--- config.mk ---
export PLATFORM = sky130hd
export DESIGN_NAME = timer8_waveform_unit
export DESIGN_NICKNAME = d
export VERILOG_FILES = /design/src/inc/timer8_pkg.sv /design/src/rtl/timer8_waveform_unit.sv
export SDC_FILE = /design/constraint.sdc
export NUM_CORES = 1
export LEC_CHECK = 0
export ABC_AREA = 1
export BUFFER_PORTS_ARGS = -buffer_cell sky130_fd_sc_hd__buf_2
export CAP_MARGIN = 25
export CORE_UTILIZATION = 58
export DETAILED_ROUTE_END_ITERATION = 8
export GPL_ROUTABILITY_DRIVEN = 0
export PLACE_DENSITY = 0.8
export SYNTH_ARGS = -nofsm -noshare
export SYNTH_HDL_FRONTEND = slang
export SYNTH_SLANG_ARGS = --single-unit
--- constraint.sdc ---
create_clock -name i_ref_clk -period 2.2 [get_ports i_ref_clk]
set_clock_uncertainty 0.15 [all_clocks]
set_input_delay 0.22 -clock i_ref_clk [delete_from_list [all_inputs] [get_ports i_ref_clk]]
set_output_delay 0.22 -clock i_ref_clk [all_outputs]
set_load 0.02 [all_outputs]
--- src/inc/timer8_pkg.sv ---
// Package with register map, field layout and mode encodings of the 8-bit waveform timer.
package timer8_pkg;

  localparam logic [2:0] ADDR_CONTROL     = 3'h0;
  localparam logic [2:0] ADDR_COUNTER     = 3'h1;
  localparam logic [2:0] ADDR_COMPARE     = 3'h2;
  localparam logic [2:0] ADDR_FLAGS       = 3'h3;
  localparam logic [2:0] ADDR_PIN_CTRL    = 3'h4;

  localparam int CTL_FORCE_BIT    = 7;
  localparam int CTL_MODE_LOW_BIT = 6;
  localparam int CTL_ACTION_HI    = 5;
  localparam int CTL_ACTION_LO    = 4;
  localparam int CTL_MODE_HI_BIT  = 3;
  localparam int CTL_CLKSEL_HI    = 2;
  localparam int CTL_CLKSEL_LO    = 0;

  localparam int FLAG_OVERFLOW_BIT = 0;
  localparam int FLAG_COMPARE_BIT  = 1;
  localparam int PIN_DIR_BIT       = 0;

  localparam logic [7:0] CONTROL_RESET = 8'h00;
  localparam logic [7:0] COUNTER_RESET = 8'h00;
  localparam logic [7:0] COMPARE_RESET = 8'h00;
  localparam logic [7:0] COUNT_MAX     = 8'hff;
  localparam logic [7:0] COUNT_BOTTOM  = 8'h00;

  localparam int PWM_PHASE_PERIOD = 510;

  typedef enum logic [1:0] {
    MODE_NORMAL = 2'h0,
    MODE_PHASE  = 2'h1,
    MODE_CLEAR  = 2'h2,
    MODE_FAST   = 2'h3
  } wave_mode_t;

  typedef enum logic [2:0] {
    CLK_STOP   = 3'h0,
    CLK_DIV1   = 3'h1,
    CLK_DIV8   = 3'h2,
    CLK_DIV64  = 3'h3,
    CLK_DIV256 = 3'h4,
    CLK_DIV1K  = 3'h5,
    CLK_EXT_FALL = 3'h6,
    CLK_EXT_RISE = 3'h7
  } clock_sel_t;

  typedef struct packed {
    logic [2:0] addr;
    logic [7:0] wdata;
    logic       wr;
    logic       rd;
  } reg_req_t;

  typedef struct packed {
    logic tap8;
    logic tap64;
    logic tap256;
    logic tap1024;
  } prescale_taps_t;

endpackage

--- src/rtl/timer8_waveform_unit.sv ---
// 8-bit timer/counter with one compare channel and a waveform output pin.
//
// Implementation choices: the placing of the registers and the plain strobed port.
`timescale 1ns/100ps
module timer8_waveform_unit (
  input  wire logic                          i_ref_clk,
  input  wire logic                          i_reset_n,
  input  wire logic [2:0]                    i_reg_addr,
  input  wire logic [7:0]                    i_reg_wdata,
  input  wire logic                          i_reg_wr,
  input  wire logic                          i_reg_rd,
  output logic      [7:0]                    o_reg_rdata,
  input  wire timer8_pkg::prescale_taps_t    i_prescale_taps,
  input  wire logic                          i_external_count_pin,
  input  wire logic                          i_port_data,
  input  wire logic                          i_overflow_ack,
  input  wire logic                          i_compare_ack,
  output logic                               o_pin_out,
  output logic                               o_pin_oe,
  output logic                               o_waveform_output,
  output logic                               o_overflow_flag,
  output logic                               o_compare_flag
);

  timer8_pkg::reg_req_t req;
  logic [7:0] control_q;
  logic [7:0] counter_value_q;
  logic [7:0] compare_value_q;
  logic [7:0] compare_buf_q;
  logic       count_down_q;
  logic       block_match_q;
  logic       ext_pin_q;
  logic       pin_dir_q;
  logic       waveform_output_q;
  logic       overflow_flag_q;
  logic       compare_flag_q;
  logic [7:0] rdata_q;

  timer8_pkg::wave_mode_t mode;
  timer8_pkg::clock_sel_t clk_sel;
  logic [1:0] action;
  logic       timer_tick;
  logic       is_pwm;
  logic       counter_wr;
  logic       match;
  logic       force_strobe;
  logic       at_top;
  logic       ext_rise;
  logic       ext_fall;

  assign req = '{addr: i_reg_addr, wdata: i_reg_wdata, wr: i_reg_wr, rd: i_reg_rd};

  // Mode field straddles the action field: bit 3 sits below it and bit 6 above it.
  assign mode    = timer8_pkg::wave_mode_t'({control_q[timer8_pkg::CTL_MODE_HI_BIT],
                                             control_q[timer8_pkg::CTL_MODE_LOW_BIT]});
  assign clk_sel = timer8_pkg::clock_sel_t'(control_q[timer8_pkg::CTL_CLKSEL_HI:
                                                      timer8_pkg::CTL_CLKSEL_LO]);
  assign action  = control_q[timer8_pkg::CTL_ACTION_HI:timer8_pkg::CTL_ACTION_LO];
  assign is_pwm  = (mode == timer8_pkg::MODE_PHASE) || (mode == timer8_pkg::MODE_FAST);

  // The pin is taken as synchronous; one register gives the previous level for edge finding.
  always_ff @(posedge i_ref_clk) begin
    if (!i_reset_n) begin
      ext_pin_q <= 1'b0;
    end else begin
      ext_pin_q <= i_external_count_pin;
    end
  end

  assign ext_rise = i_external_count_pin & ~ext_pin_q;
  assign ext_fall = ~i_external_count_pin & ext_pin_q;

  // The taps are one-cycle pulses of the shared divider.
  always_comb begin
    case (clk_sel)
      timer8_pkg::CLK_STOP:     timer_tick = 1'b0;
      timer8_pkg::CLK_DIV1:     timer_tick = 1'b1;
      timer8_pkg::CLK_DIV8:     timer_tick = i_prescale_taps.tap8;
      timer8_pkg::CLK_DIV64:    timer_tick = i_prescale_taps.tap64;
      timer8_pkg::CLK_DIV256:   timer_tick = i_prescale_taps.tap256;
      timer8_pkg::CLK_DIV1K:    timer_tick = i_prescale_taps.tap1024;
      timer8_pkg::CLK_EXT_FALL: timer_tick = ext_fall;
      timer8_pkg::CLK_EXT_RISE: timer_tick = ext_rise;
      default:                  timer_tick = 1'b0;
    endcase
  end

  assign counter_wr   = req.wr && (req.addr == timer8_pkg::ADDR_COUNTER);
  assign match        = timer_tick && !block_match_q &&
                        (counter_value_q == compare_value_q);
  assign force_strobe = req.wr && (req.addr == timer8_pkg::ADDR_CONTROL) &&
                        req.wdata[timer8_pkg::CTL_FORCE_BIT] && !is_pwm;
  assign at_top       = counter_value_q == timer8_pkg::COUNT_MAX;

  // Control register; the force bit is a strobe and is never stored.
  always_ff @(posedge i_ref_clk) begin
    if (!i_reset_n) begin
      control_q <= timer8_pkg::CONTROL_RESET;
      pin_dir_q <= 1'b0;
    end else begin
      if (req.wr && req.addr == timer8_pkg::ADDR_CONTROL) begin
        control_q <= {1'b0, req.wdata[6:0]};
      end
      if (req.wr && req.addr == timer8_pkg::ADDR_PIN_CTRL) begin
        pin_dir_q <= req.wdata[timer8_pkg::PIN_DIR_BIT];
      end
    end
  end

  // Compare buffer: written freely, copied to the active value per mode.
  always_ff @(posedge i_ref_clk) begin
    if (!i_reset_n) begin
      compare_buf_q   <= timer8_pkg::COMPARE_RESET;
      compare_value_q <= timer8_pkg::COMPARE_RESET;
    end else begin
      if (req.wr && req.addr == timer8_pkg::ADDR_COMPARE) begin
        compare_buf_q <= req.wdata;
      end
      if (!is_pwm) begin
        compare_value_q <= (req.wr && req.addr == timer8_pkg::ADDR_COMPARE) ?
                           req.wdata : compare_buf_q;
      end else if (timer_tick && mode == timer8_pkg::MODE_PHASE && at_top) begin
        compare_value_q <= compare_buf_q;
      end else if (timer_tick && mode == timer8_pkg::MODE_FAST && at_top) begin
        compare_value_q <= compare_buf_q;
      end
    end
  end

  // Counter and direction.
  always_ff @(posedge i_ref_clk) begin
    if (!i_reset_n) begin
      counter_value_q <= timer8_pkg::COUNTER_RESET;
      count_down_q    <= 1'b0;
      block_match_q   <= 1'b0;
    end else begin
      if (counter_wr) begin
        counter_value_q <= req.wdata;
        block_match_q   <= 1'b1;
      end else if (timer_tick) begin
        block_match_q <= 1'b0;
        case (mode)
          timer8_pkg::MODE_PHASE: begin
            if (at_top) begin
              count_down_q    <= 1'b1;
              counter_value_q <= counter_value_q - 8'h01;
            end else if (count_down_q && counter_value_q == timer8_pkg::COUNT_BOTTOM) begin
              count_down_q    <= 1'b0;
              counter_value_q <= counter_value_q + 8'h01;
            end else if (count_down_q) begin
              counter_value_q <= counter_value_q - 8'h01;
            end else begin
              counter_value_q <= counter_value_q + 8'h01;
            end
          end
          timer8_pkg::MODE_CLEAR: begin
            counter_value_q <= (counter_value_q == compare_value_q) ?
                               timer8_pkg::COUNT_BOTTOM : counter_value_q + 8'h01;
            count_down_q    <= 1'b0;
          end
          default: begin
            counter_value_q <= counter_value_q + 8'h01;
            count_down_q    <= 1'b0;
          end
        endcase
      end
    end
  end

  // Waveform register.
  always_ff @(posedge i_ref_clk) begin
    if (!i_reset_n) begin
      waveform_output_q <= 1'b0;
    end else if (force_strobe) begin
      case (action)
        2'h1:    waveform_output_q <= ~waveform_output_q;
        2'h2:    waveform_output_q <= 1'b0;
        2'h3:    waveform_output_q <= 1'b1;
        default: waveform_output_q <= waveform_output_q;
      endcase
    end else if (timer_tick && !block_match_q) begin
      case (mode)
        timer8_pkg::MODE_NORMAL, timer8_pkg::MODE_CLEAR: begin
          if (match) begin
            case (action)
              2'h1:    waveform_output_q <= ~waveform_output_q;
              2'h2:    waveform_output_q <= 1'b0;
              2'h3:    waveform_output_q <= 1'b1;
              default: waveform_output_q <= waveform_output_q;
            endcase
          end
        end
        timer8_pkg::MODE_FAST: begin
          if (action[1]) begin
            if (compare_value_q == timer8_pkg::COUNT_MAX) begin
              if (at_top) begin
                waveform_output_q <= ~action[0];
              end
            end else if (at_top) begin
              waveform_output_q <= ~action[0];
            end else if (match) begin
              waveform_output_q <= action[0];
            end
          end
        end
        timer8_pkg::MODE_PHASE: begin
          if (action[1]) begin
            if (at_top) begin
              // Peak takes the up-count match state of the value loaded here.
              waveform_output_q <= (compare_buf_q == timer8_pkg::COUNT_MAX) ?
                                   ~action[0] : action[0];
            end else if (counter_value_q == timer8_pkg::COUNT_BOTTOM && count_down_q) begin
              if (compare_value_q == timer8_pkg::COUNT_BOTTOM) begin
                waveform_output_q <= action[0];
              end
            end else if (match) begin
              waveform_output_q <= count_down_q ? ~action[0] : action[0];
            end
          end
        end
        default: waveform_output_q <= waveform_output_q;
      endcase
    end
  end

  // Flags: hardware set wins over a clear in the same cycle.
  always_ff @(posedge i_ref_clk) begin
    if (!i_reset_n) begin
      overflow_flag_q <= 1'b0;
      compare_flag_q  <= 1'b0;
    end else begin
      if (timer_tick && !counter_wr &&
          ((mode == timer8_pkg::MODE_PHASE) ?
           (count_down_q && counter_value_q == timer8_pkg::COUNT_BOTTOM) : at_top)) begin
        overflow_flag_q <= 1'b1;
      end else if (i_overflow_ack || (req.wr && req.addr == timer8_pkg::ADDR_FLAGS &&
                                      req.wdata[timer8_pkg::FLAG_OVERFLOW_BIT])) begin
        overflow_flag_q <= 1'b0;
      end
      if (match) begin
        compare_flag_q <= 1'b1;
      end else if (i_compare_ack || (req.wr && req.addr == timer8_pkg::ADDR_FLAGS &&
                                     req.wdata[timer8_pkg::FLAG_COMPARE_BIT])) begin
        compare_flag_q <= 1'b0;
      end
    end
  end

  // Read data, one cycle after the strobe.
  always_ff @(posedge i_ref_clk) begin
    if (!i_reset_n) begin
      rdata_q <= 8'h00;
    end else if (req.rd) begin
      case (req.addr)
        timer8_pkg::ADDR_CONTROL:  rdata_q <= control_q;
        timer8_pkg::ADDR_COUNTER:  rdata_q <= counter_value_q;
        timer8_pkg::ADDR_COMPARE:  rdata_q <= compare_buf_q;
        timer8_pkg::ADDR_FLAGS:    rdata_q <= {6'h00, compare_flag_q, overflow_flag_q};
        timer8_pkg::ADDR_PIN_CTRL: rdata_q <= {7'h00, pin_dir_q};
        default:                   rdata_q <= 8'h00;
      endcase
    end else begin
      rdata_q <= 8'h00;
    end
  end

  assign o_reg_rdata       = rdata_q;
  assign o_waveform_output = waveform_output_q;
  assign o_overflow_flag   = overflow_flag_q;
  assign o_compare_flag    = compare_flag_q;
  assign o_pin_out         = (action != 2'h0) ? waveform_output_q : i_port_data;
  assign o_pin_oe          = pin_dir_q;

endmodule

==> results.txt, run 1 <==
----------------------------------------------------
[Yosys]
  Yosys cell types ... 39
  Commonest cells in the synthesized netlist ... 111 x sky130_fd_sc_hd__nand2_1, 68 x sky130_fd_sc_hd__inv_1, 48 x sky130_fd_sc_hd__nor2_1, 46 x sky130_fd_sc_hd__dfxtp_1, 26 x sky130_fd_sc_hd__a21oi_1
  Mean cell area of the mapped netlist ... between 6 and 7 sq um
  Share of the synthesized area in the top cell type ... 0.316
  Number of register bits inferred by synthesis ... 46
  Count leader, synth ... sky130_fd_sc_hd__nand2_1
  Proportion of synthesized chip area in sequential cells ... 0.316
  Yosys synthesis warning count ... 0
  Async set or reset register ratio after synthesis ... 0
  Most instantiated flip-flop cell in the synthesis netlist ... sky130_fd_sc_hd__dfxtp_1
  EDFF count, synth ... 0
  Top cells by area, synth ... sky130_fd_sc_hd__dfxtp_1 32%, sky130_fd_sc_hd__nand2_1 14%, sky130_fd_sc_hd__inv_1 8.7%
  Cell accounting for the most synthesized area ... sky130_fd_sc_hd__dfxtp_1
  Mapped Area ... ~2900 sq um
  Count of mapped cells out of synthesis ... between 400 and 500
  Post-synthesis net count ... 479

[Timing]
  Final Hold Violating Endpoints ... 0
  Measured slew at the worst slew-check pin ... around 530 ps
  Highest Clock Rate ... just under 500 MHz
  Final setup vio count ... 0
  Final Cycle Share ... 0.938
  Minimum period implied by the final worst setup slack ... about 2100 ps
  Sum of negative setup slack ... 0 ps
  Slew margin rel. ... 0.644
  Number of slew-limit violations in the final report ... 0
  Setup repair after global routing missed its margin ... false

[Clock network]
  Clk sink count ... 46
  Number of buffers created by CTS ... 5
  CTS clock-pin slew for the worst setup and hold paths ... ~90 ps
  Clock root buffer ... sky130_fd_sc_hd__clkbuf_8
  Clk buf depth ... 2
  Clock H-tree levels ... 2
  Count of buffers added by post-CTS timing repair for setup ... 0
  Clock latency of the later-clocked register in the worst-skew pair ... ~300 ps
  TritonCTS clock tree ... built

[Die]
  Initial core utilization ... 0.610
  Floorplan die height ... 72.9 um
  Row count ... 25
  Horiz. Die Dim ... roughly 73 um
  Area of the die ... between 5000 and 6000 sq um
  Top-level I/O count ... 36
  Placeable core region ... between 4000 and 5000 sq um

[Power and ir drop]
  Maximum vdd ir drop ... between 0.4 and 0.5 mV
  Total design power ... ~0.0017 W
  Ratio of total power to cell area ... ~500 nW/um^2
  Static Leak ... ~1.5 nW

[Route]
  Final ANT Viol Nets ... 0
  First-pass DRT Iterations ... 5
  Routed vias/inst ... 5.46
  Post-detailed-route wirelength per cell ... 14.4 um
  DRT iter0 DRCs ... between 200 and 250
  DRC violation count after routing ... 0
  Wire length reported by the detailed router ... around 8100 um
  Vias post-DR ... just over 3000

[Placement]
  Port-buffer cells ... 35
  HPWL reported at the end of detailed placement ... around 6100 um

[Global route]
  Number of antenna violations at the first check in global routing ... 0
  Met3 track demand over resource in global routing ... 0.0635
  Met2 track utilization from global routing ... 0.567
  Number of global-route vias before repair ... approximately 2800
  Gr usage total ... 0.326
  Wire length of the first global-routing pass ... about 13000 um
  Met1 layer usage reported by global route ... 0.403
  Most used routing layer ... met2
  Final global-route overflow total ... 0
  Largest net degree at the start of global routing ... 29

[Setup path]
  Worst path max stage delay ... 400 ps
  Required time worst endpoint ... 2290 ps
  Critical path peak fanout ... 7
  Chain of cells forming the critical path ... ha_1 > nand2_2 > nor2_8 > nand3_4 > nor2_4 > nand2_2 > nand2_4 > nand3_4 > or2_0 > nand2_1 > nand2_1 > a21oi_2
  Source of the critical timing path ... counter_value_q[1]
  Data arrival at the endpoint of the critical path ... between 2000 and 2500 ps
  Crit path capture type ... flop
  Critical Setup Path Class ... reg2reg
  Crit start category ... flop
  R2R Path Start ... counter_value_q[1]
  Critical-path cell with the highest stage delay ... sky130_fd_sc_hd__dfxtp_1

[Run status]
  Run status ... finished, final reports clean

[Job]
  Max-capacitance violation count ... 0

[Finish]
  Filler cells ... 440
  Final net count ... 523
  Signed area change from the synthesized netlist to the final layout ... 13.6%
  Count of inserted antenna diode cells ... 0
  Share of post-route cells with drive strength above 1 ... 0.164

[Hold path]
  Hold Path Origin ... i_compare_ack
  Path category of the worst min-delay check ... in2reg

----------------------------------------------------
layer usage:
metal  wire (um)  part of all wire
met5           0                 0
met4         123             0.015
met3         647             0.080
met1        3500              0.43
met2        3810              0.47
cells in the final DEF (no fill, tap or decap), drive strengths merged:
cell,instances
mux2i,2
nor3,8
clkinvlp,2
dlygate4sd3,1
a211oi,2
a311oi,1
a21oi,27
a31oi,9
inv,73
ha,7
buf,46
xnor2,2
o21ai,29
o31ai,1
o22ai,8
o21a,1
nand3b,2
nand4,6
or2,5
nor2,54
nand3,25
o221ai,5
nand2,115
dfxtp,46
clkbuf,5
xor2,11
path summary, 6_finish.rpt:
kind                         to  cells after the start  slack, ps
max          counter_value_q[7]                     12        140
min              o_compare_flag                      4         40
max reg2reg  counter_value_q[7]                     12        140
min reg2reg            o_pin_oe                      2        320
flip-flops by register name (all words and copies together), names as in the netlist:
name	cells
o_pin_oe	1
o_reg_rdata	8
o_compare_flag	1
count_down_q	1
ext_pin_q	1
compare_value_q	8
compare_buf_q	8
control_q	7
o_waveform_output	1
block_match_q	1
o_overflow_flag	1
counter_value_q	8
worst max-delay path: cells and delay by family (launching register included):
kind                       cells  cell delay [ps]
adders and majority gates      1              220
DFF                            1              400
and+or+nand+nor               10             1110
AOI/OAI and AO/OA              1              120
cells by family (layout without fill, tap and decap cells):
group,Yosys count,in the layout,share of synthesized area
and+or+nand+nor,215,215,0.331
DFF,46,46,0.316
AOI/OAI and AO/OA,83,83,0.163
adders and majority gates,7,7,0.0300
muxes,2,2,0.00686
buffers and inverters,83,127,0.114
xor gates and xnor gates,13,13,0.0390
metrics by stage:
step	cells	cell area (sq um)	hold slack (ps)	utilization	setup slack [ps]
finish	560	3320	43.5	0.693	136
global route	560	3320	60.9	0.693	2.13
CTS	560	3300	41.7	0.689	44.2
detailed placement	552	3200	294	0.669	122
global placement	552	3200	283	0.669	109
floorplan	449	2920	163	-	321
power breakdown:
part / total, W / switching [W] / internal, W
clock: 0.000515 / 0.000298 / 0.000217
sequential: 0.000880 / 0.0000238 / 0.000856
combinational: 0.000275 / 0.000177 / 0.0000976
total: 0.00167 / 0.000499 / 0.00117
cell type report:
| type | instances | area [sq um] | share of cell area |
|---|---|---|---|
| clock inverter | 2 | 15.0 | 0.00453 |
| clock buffer | 5 | 68.8 | 0.0208 |
| sequential | 46 | 923 | 0.278 |
| timing repair buffer | 47 | 268 | 0.0808 |
| multi-input combinational | 320 | 1680 | 0.508 |
| tap | 67 | 83.8 | 0.0253 |
| inverter | 73 | 274 | 0.0826 |
repair_timing:
action,4_1_cts,5_1_grt
endpoints found under the setup margin,0,17
hold endpoints to repair,1,0
hold buffers,1,0
gates resized for setup,0,7
(Power assumes the default switching activity.)
==> run 2: changes to the inputs <==
--- a/config.mk
+++ b/config.mk
@@ -6,12 +6,12 @@
 export NUM_CORES = 1
 export LEC_CHECK = 0
 export ABC_AREA = 1
-export BUFFER_PORTS_ARGS = -buffer_cell sky130_fd_sc_hd__buf_2
 export CAP_MARGIN = 25
-export CORE_UTILIZATION = 58
+export CORE_UTILIZATION = 60
 export DETAILED_ROUTE_END_ITERATION = 8
+export DONT_BUFFER_PORTS = 1
 export GPL_ROUTABILITY_DRIVEN = 0
-export PLACE_DENSITY = 0.8
+export PLACE_DENSITY = 0.76
 export SYNTH_ARGS = -nofsm -noshare
 export SYNTH_HDL_FRONTEND = slang
 export SYNTH_SLANG_ARGS = --single-unit
==> run 2 against run 1 <==
- combinational power shrank 4%
- sequential share of layout area grew 0.24 points
- design area shrank 0.72%
- flip-flop and latch count is the same
- worst hold slack lost 33 ps
- sequential power is essentially flat
- largest power group unchanged
- highest routed layer unchanged
==> results.txt, run 2 (synthesis results as in run 1) <==
----------------------------------------------------
[Finish]
  Post-route insts no fill ... 528
  Leading cell types in the layout, fill and taps excluded ... 111 x sky130_fd_sc_hd__nand2_1, 68 x sky130_fd_sc_hd__inv_1, 46 x sky130_fd_sc_hd__nor2_1
  Count of inserted antenna diode cells ... 0
  Finished layout cell area ... 3290 sq um
  FF/Latch Area ... roughly 920 sq um
  Commonest non-fill, non-tap cell in the layout ... sky130_fd_sc_hd__nand2_1
  Filler cells ... between 400 and 500
  Signed area change from the synthesized netlist to the final layout ... 12.8%
  Final net count ... between 500 and 600
  Share of post-route cells with drive strength above 1 ... 0.101
  Multi-input gate area in the final layout ... between 1500 and 2000 sq um
  Final design utilization ... 0.702

[Setup path]
  Reg2reg end ... counter_value_q[4]
  Required time worst endpoint ... approximately 2300 ps
  Worst path max stage delay ... between 300 and 400 ps
  Chain of cells forming the critical path ... inv_1 > ha_1 > nand3_1 > o21ai_1 > nand2_4 > o21ai_2 > nand2_1 > o21ai_1 > nand2_1 > a21oi_1
  Critical-path cell with the highest stage delay ... sky130_fd_sc_hd__dfxtp_2
  Critical Setup Path Class ... reg2reg
  FF-to-FF setup slack ... 180 ps
  Crit path capture type ... flop
  Critical path peak fanout ... 6
  R2R cell count ... 10
  Crit start category ... flop
  R2R Path Start ... counter_value_q[0]
  Data arrival at the endpoint of the critical path ... between 2000 and 2500 ps

[Timing]
  Final Hold Violating Endpoints ... 0
  Final setup vio count ... 0
  Setup repair after global routing missed its margin ... true
  Slew margin rel. ... 0.584
  Final Cycle Share ... 0.919
  Minimum period implied by the final worst setup slack ... around 2000 ps
  Number of slew-limit violations in the final report ... 0
  Measured slew at the worst slew-check pin ... roughly 620 ps
  Highest Clock Rate ... 495 MHz
  Worst hold-check slack ... 10.7 ps

[Power and ir drop]
  Portion of total power attributed to combinational logic ... 0.149
  Static Leak ... roughly 1.4 nW
  Ratio of total power to cell area ... ~540 nW/um^2
  Internal power contribution ... 0.00129 W
  Switching share of power ... 0.270
  Clock Power Share ... 0.352
  Maximum vdd ir drop ... ~0.48 mV
  Switching Power ... between 0.0004 and 0.0005 W
  Sequential cell fraction of total power ... 0.499
  Total design power ... 0.00177 W

[Die]
  Area of the die ... 5150 sq um
  Horiz. Die Dim ... 71.7 um
  Placeable core region ... 4690 sq um
  Row count ... 25
  Floorplan die height ... roughly 72 um
  Top-level I/O count ... 36
  Initial core utilization ... 0.622

[Job]
  Max-capacitance violation count ... 0

[Placement]
  HPWL reported at the end of detailed placement ... roughly 6000 um
  Port-buffer cells ... 0
  Number of cells in the design after placement ... 505
  Placed standard-cell area ... slightly above 3000 sq um

[Global route]
  Largest net degree at the start of global routing ... 29
  Gr usage total ... 0.326
  Final global-route overflow total ... 0
  Number of antenna violations at the first check in global routing ... 0
  Wire length of the first global-routing pass ... 12900 um
  Number of global-route vias before repair ... roughly 2800

[Run status]
  Run status ... finished, final reports clean

[Route]
  Final ANT Viol Nets ... 0
  Vias post-DR ... roughly 3000
  First-pass DRT Iterations ... 6
  Routed vias/inst ... around 5.8
  DRT iter0 DRCs ... 292
  Wire length reported by the detailed router ... between 8000 and 9000 um
  DRC violation count after routing ... 0
  Post-detailed-route wirelength per cell ... about 15 um

[Hold path]
  Hold Path Origin ... i_reg_wdata[2]
  Path category of the worst min-delay check ... in2reg
  Min-Delay Path Depth ... 2
  Worst-case hold path end point ... control_q[2]

[Clock network]
  TritonCTS clock tree ... built
  Clk buf depth ... 2
  CTS clock-pin slew for the worst setup and hold paths ... about 80 ps
  Clock H-tree levels ... 2
  Count of buffers added by post-CTS timing repair for setup ... 0
  Clk sink count ... between 40 and 50
  Clock latency of the later-clocked register in the worst-skew pair ... 290 ps
  Number of buffers created by CTS ... 5
  Clock root buffer ... sky130_fd_sc_hd__clkbuf_8

----------------------------------------------------
[run 2: critical path, delay by kind of cell, from the launching register on]
kind	cells	cell delay, ps
buffers and inverters	1	180
adders and majority gates	1	190
and+or+nand+nor	4	370
DFF	1	360
AOI/OAI and AO/OA	4	720
[run 2: worst max-delay path by stage]
stage / start / to / slack, ps / cells past startpoint
4_1_cts: counter_value_q[2] / counter_value_q[7] / 90 / 9
5_1_grt: control_q[1] / counter_value_q[0] / -30 / 10
2_1_floorplan: control_q[3] / compare_value_q[2] / 320 / 7
3_3_place_gp: counter_value_q[2] / o_waveform_output / 140 / 13
3_5_place_dp: counter_value_q[2] / counter_value_q[7] / 110 / 9
6_report: counter_value_q[0] / counter_value_q[4] / 180 / 10
[run 2: area by class of cell]
cell class,count,area share
Clock inverter,2,0.0114
Tap cell,54,0.0205
Sequential cell,46,0.281
Timing Repair Buffer,27,0.0730
Inverter,73,0.0832
Multi-Input combinational cell,320,0.509
Clock buffer,6,0.0220
[run 2: timing repair]
item / in CTS / in global routing
gates resized for setup: 0 / 6
setup endpoints to repair: 0 / 13
endpoints found under the hold margin: 19 / 0
hold buffers: 15 / 0
[run 2: power groups by stage]
stage | logic (W) | registers (W) | clock network, W
detailed placement | 0.000231 | 0.000901 | 0
floorplan | 0.000184 | 0.000893 | 0
CTS | 0.000257 | 0.000881 | 0.000628
finish | 0.000264 | 0.000883 | 0.000622
global placement | 0.000226 | 0.000900 | 0
global route | 0.000295 | 0.000886 | 0.000662
[run 2: routing by layer]
layer | routed length, um | track usage
met1 | 3530 | 0.427
met2 | 3730 | 0.532
met3 | 496 | 0.0563
met4 | 264 | 0.137
met5 | 0 | 0
[run 2: stage by stage]
stage,worst slack (ps),setup TNS [ps]
4_1_cts,90.2,0
6_report,178,0
5_1_grt,-32.3,-33.8
3_5_place_dp,111,0
3_3_place_gp,139,0
2_1_floorplan,321,0
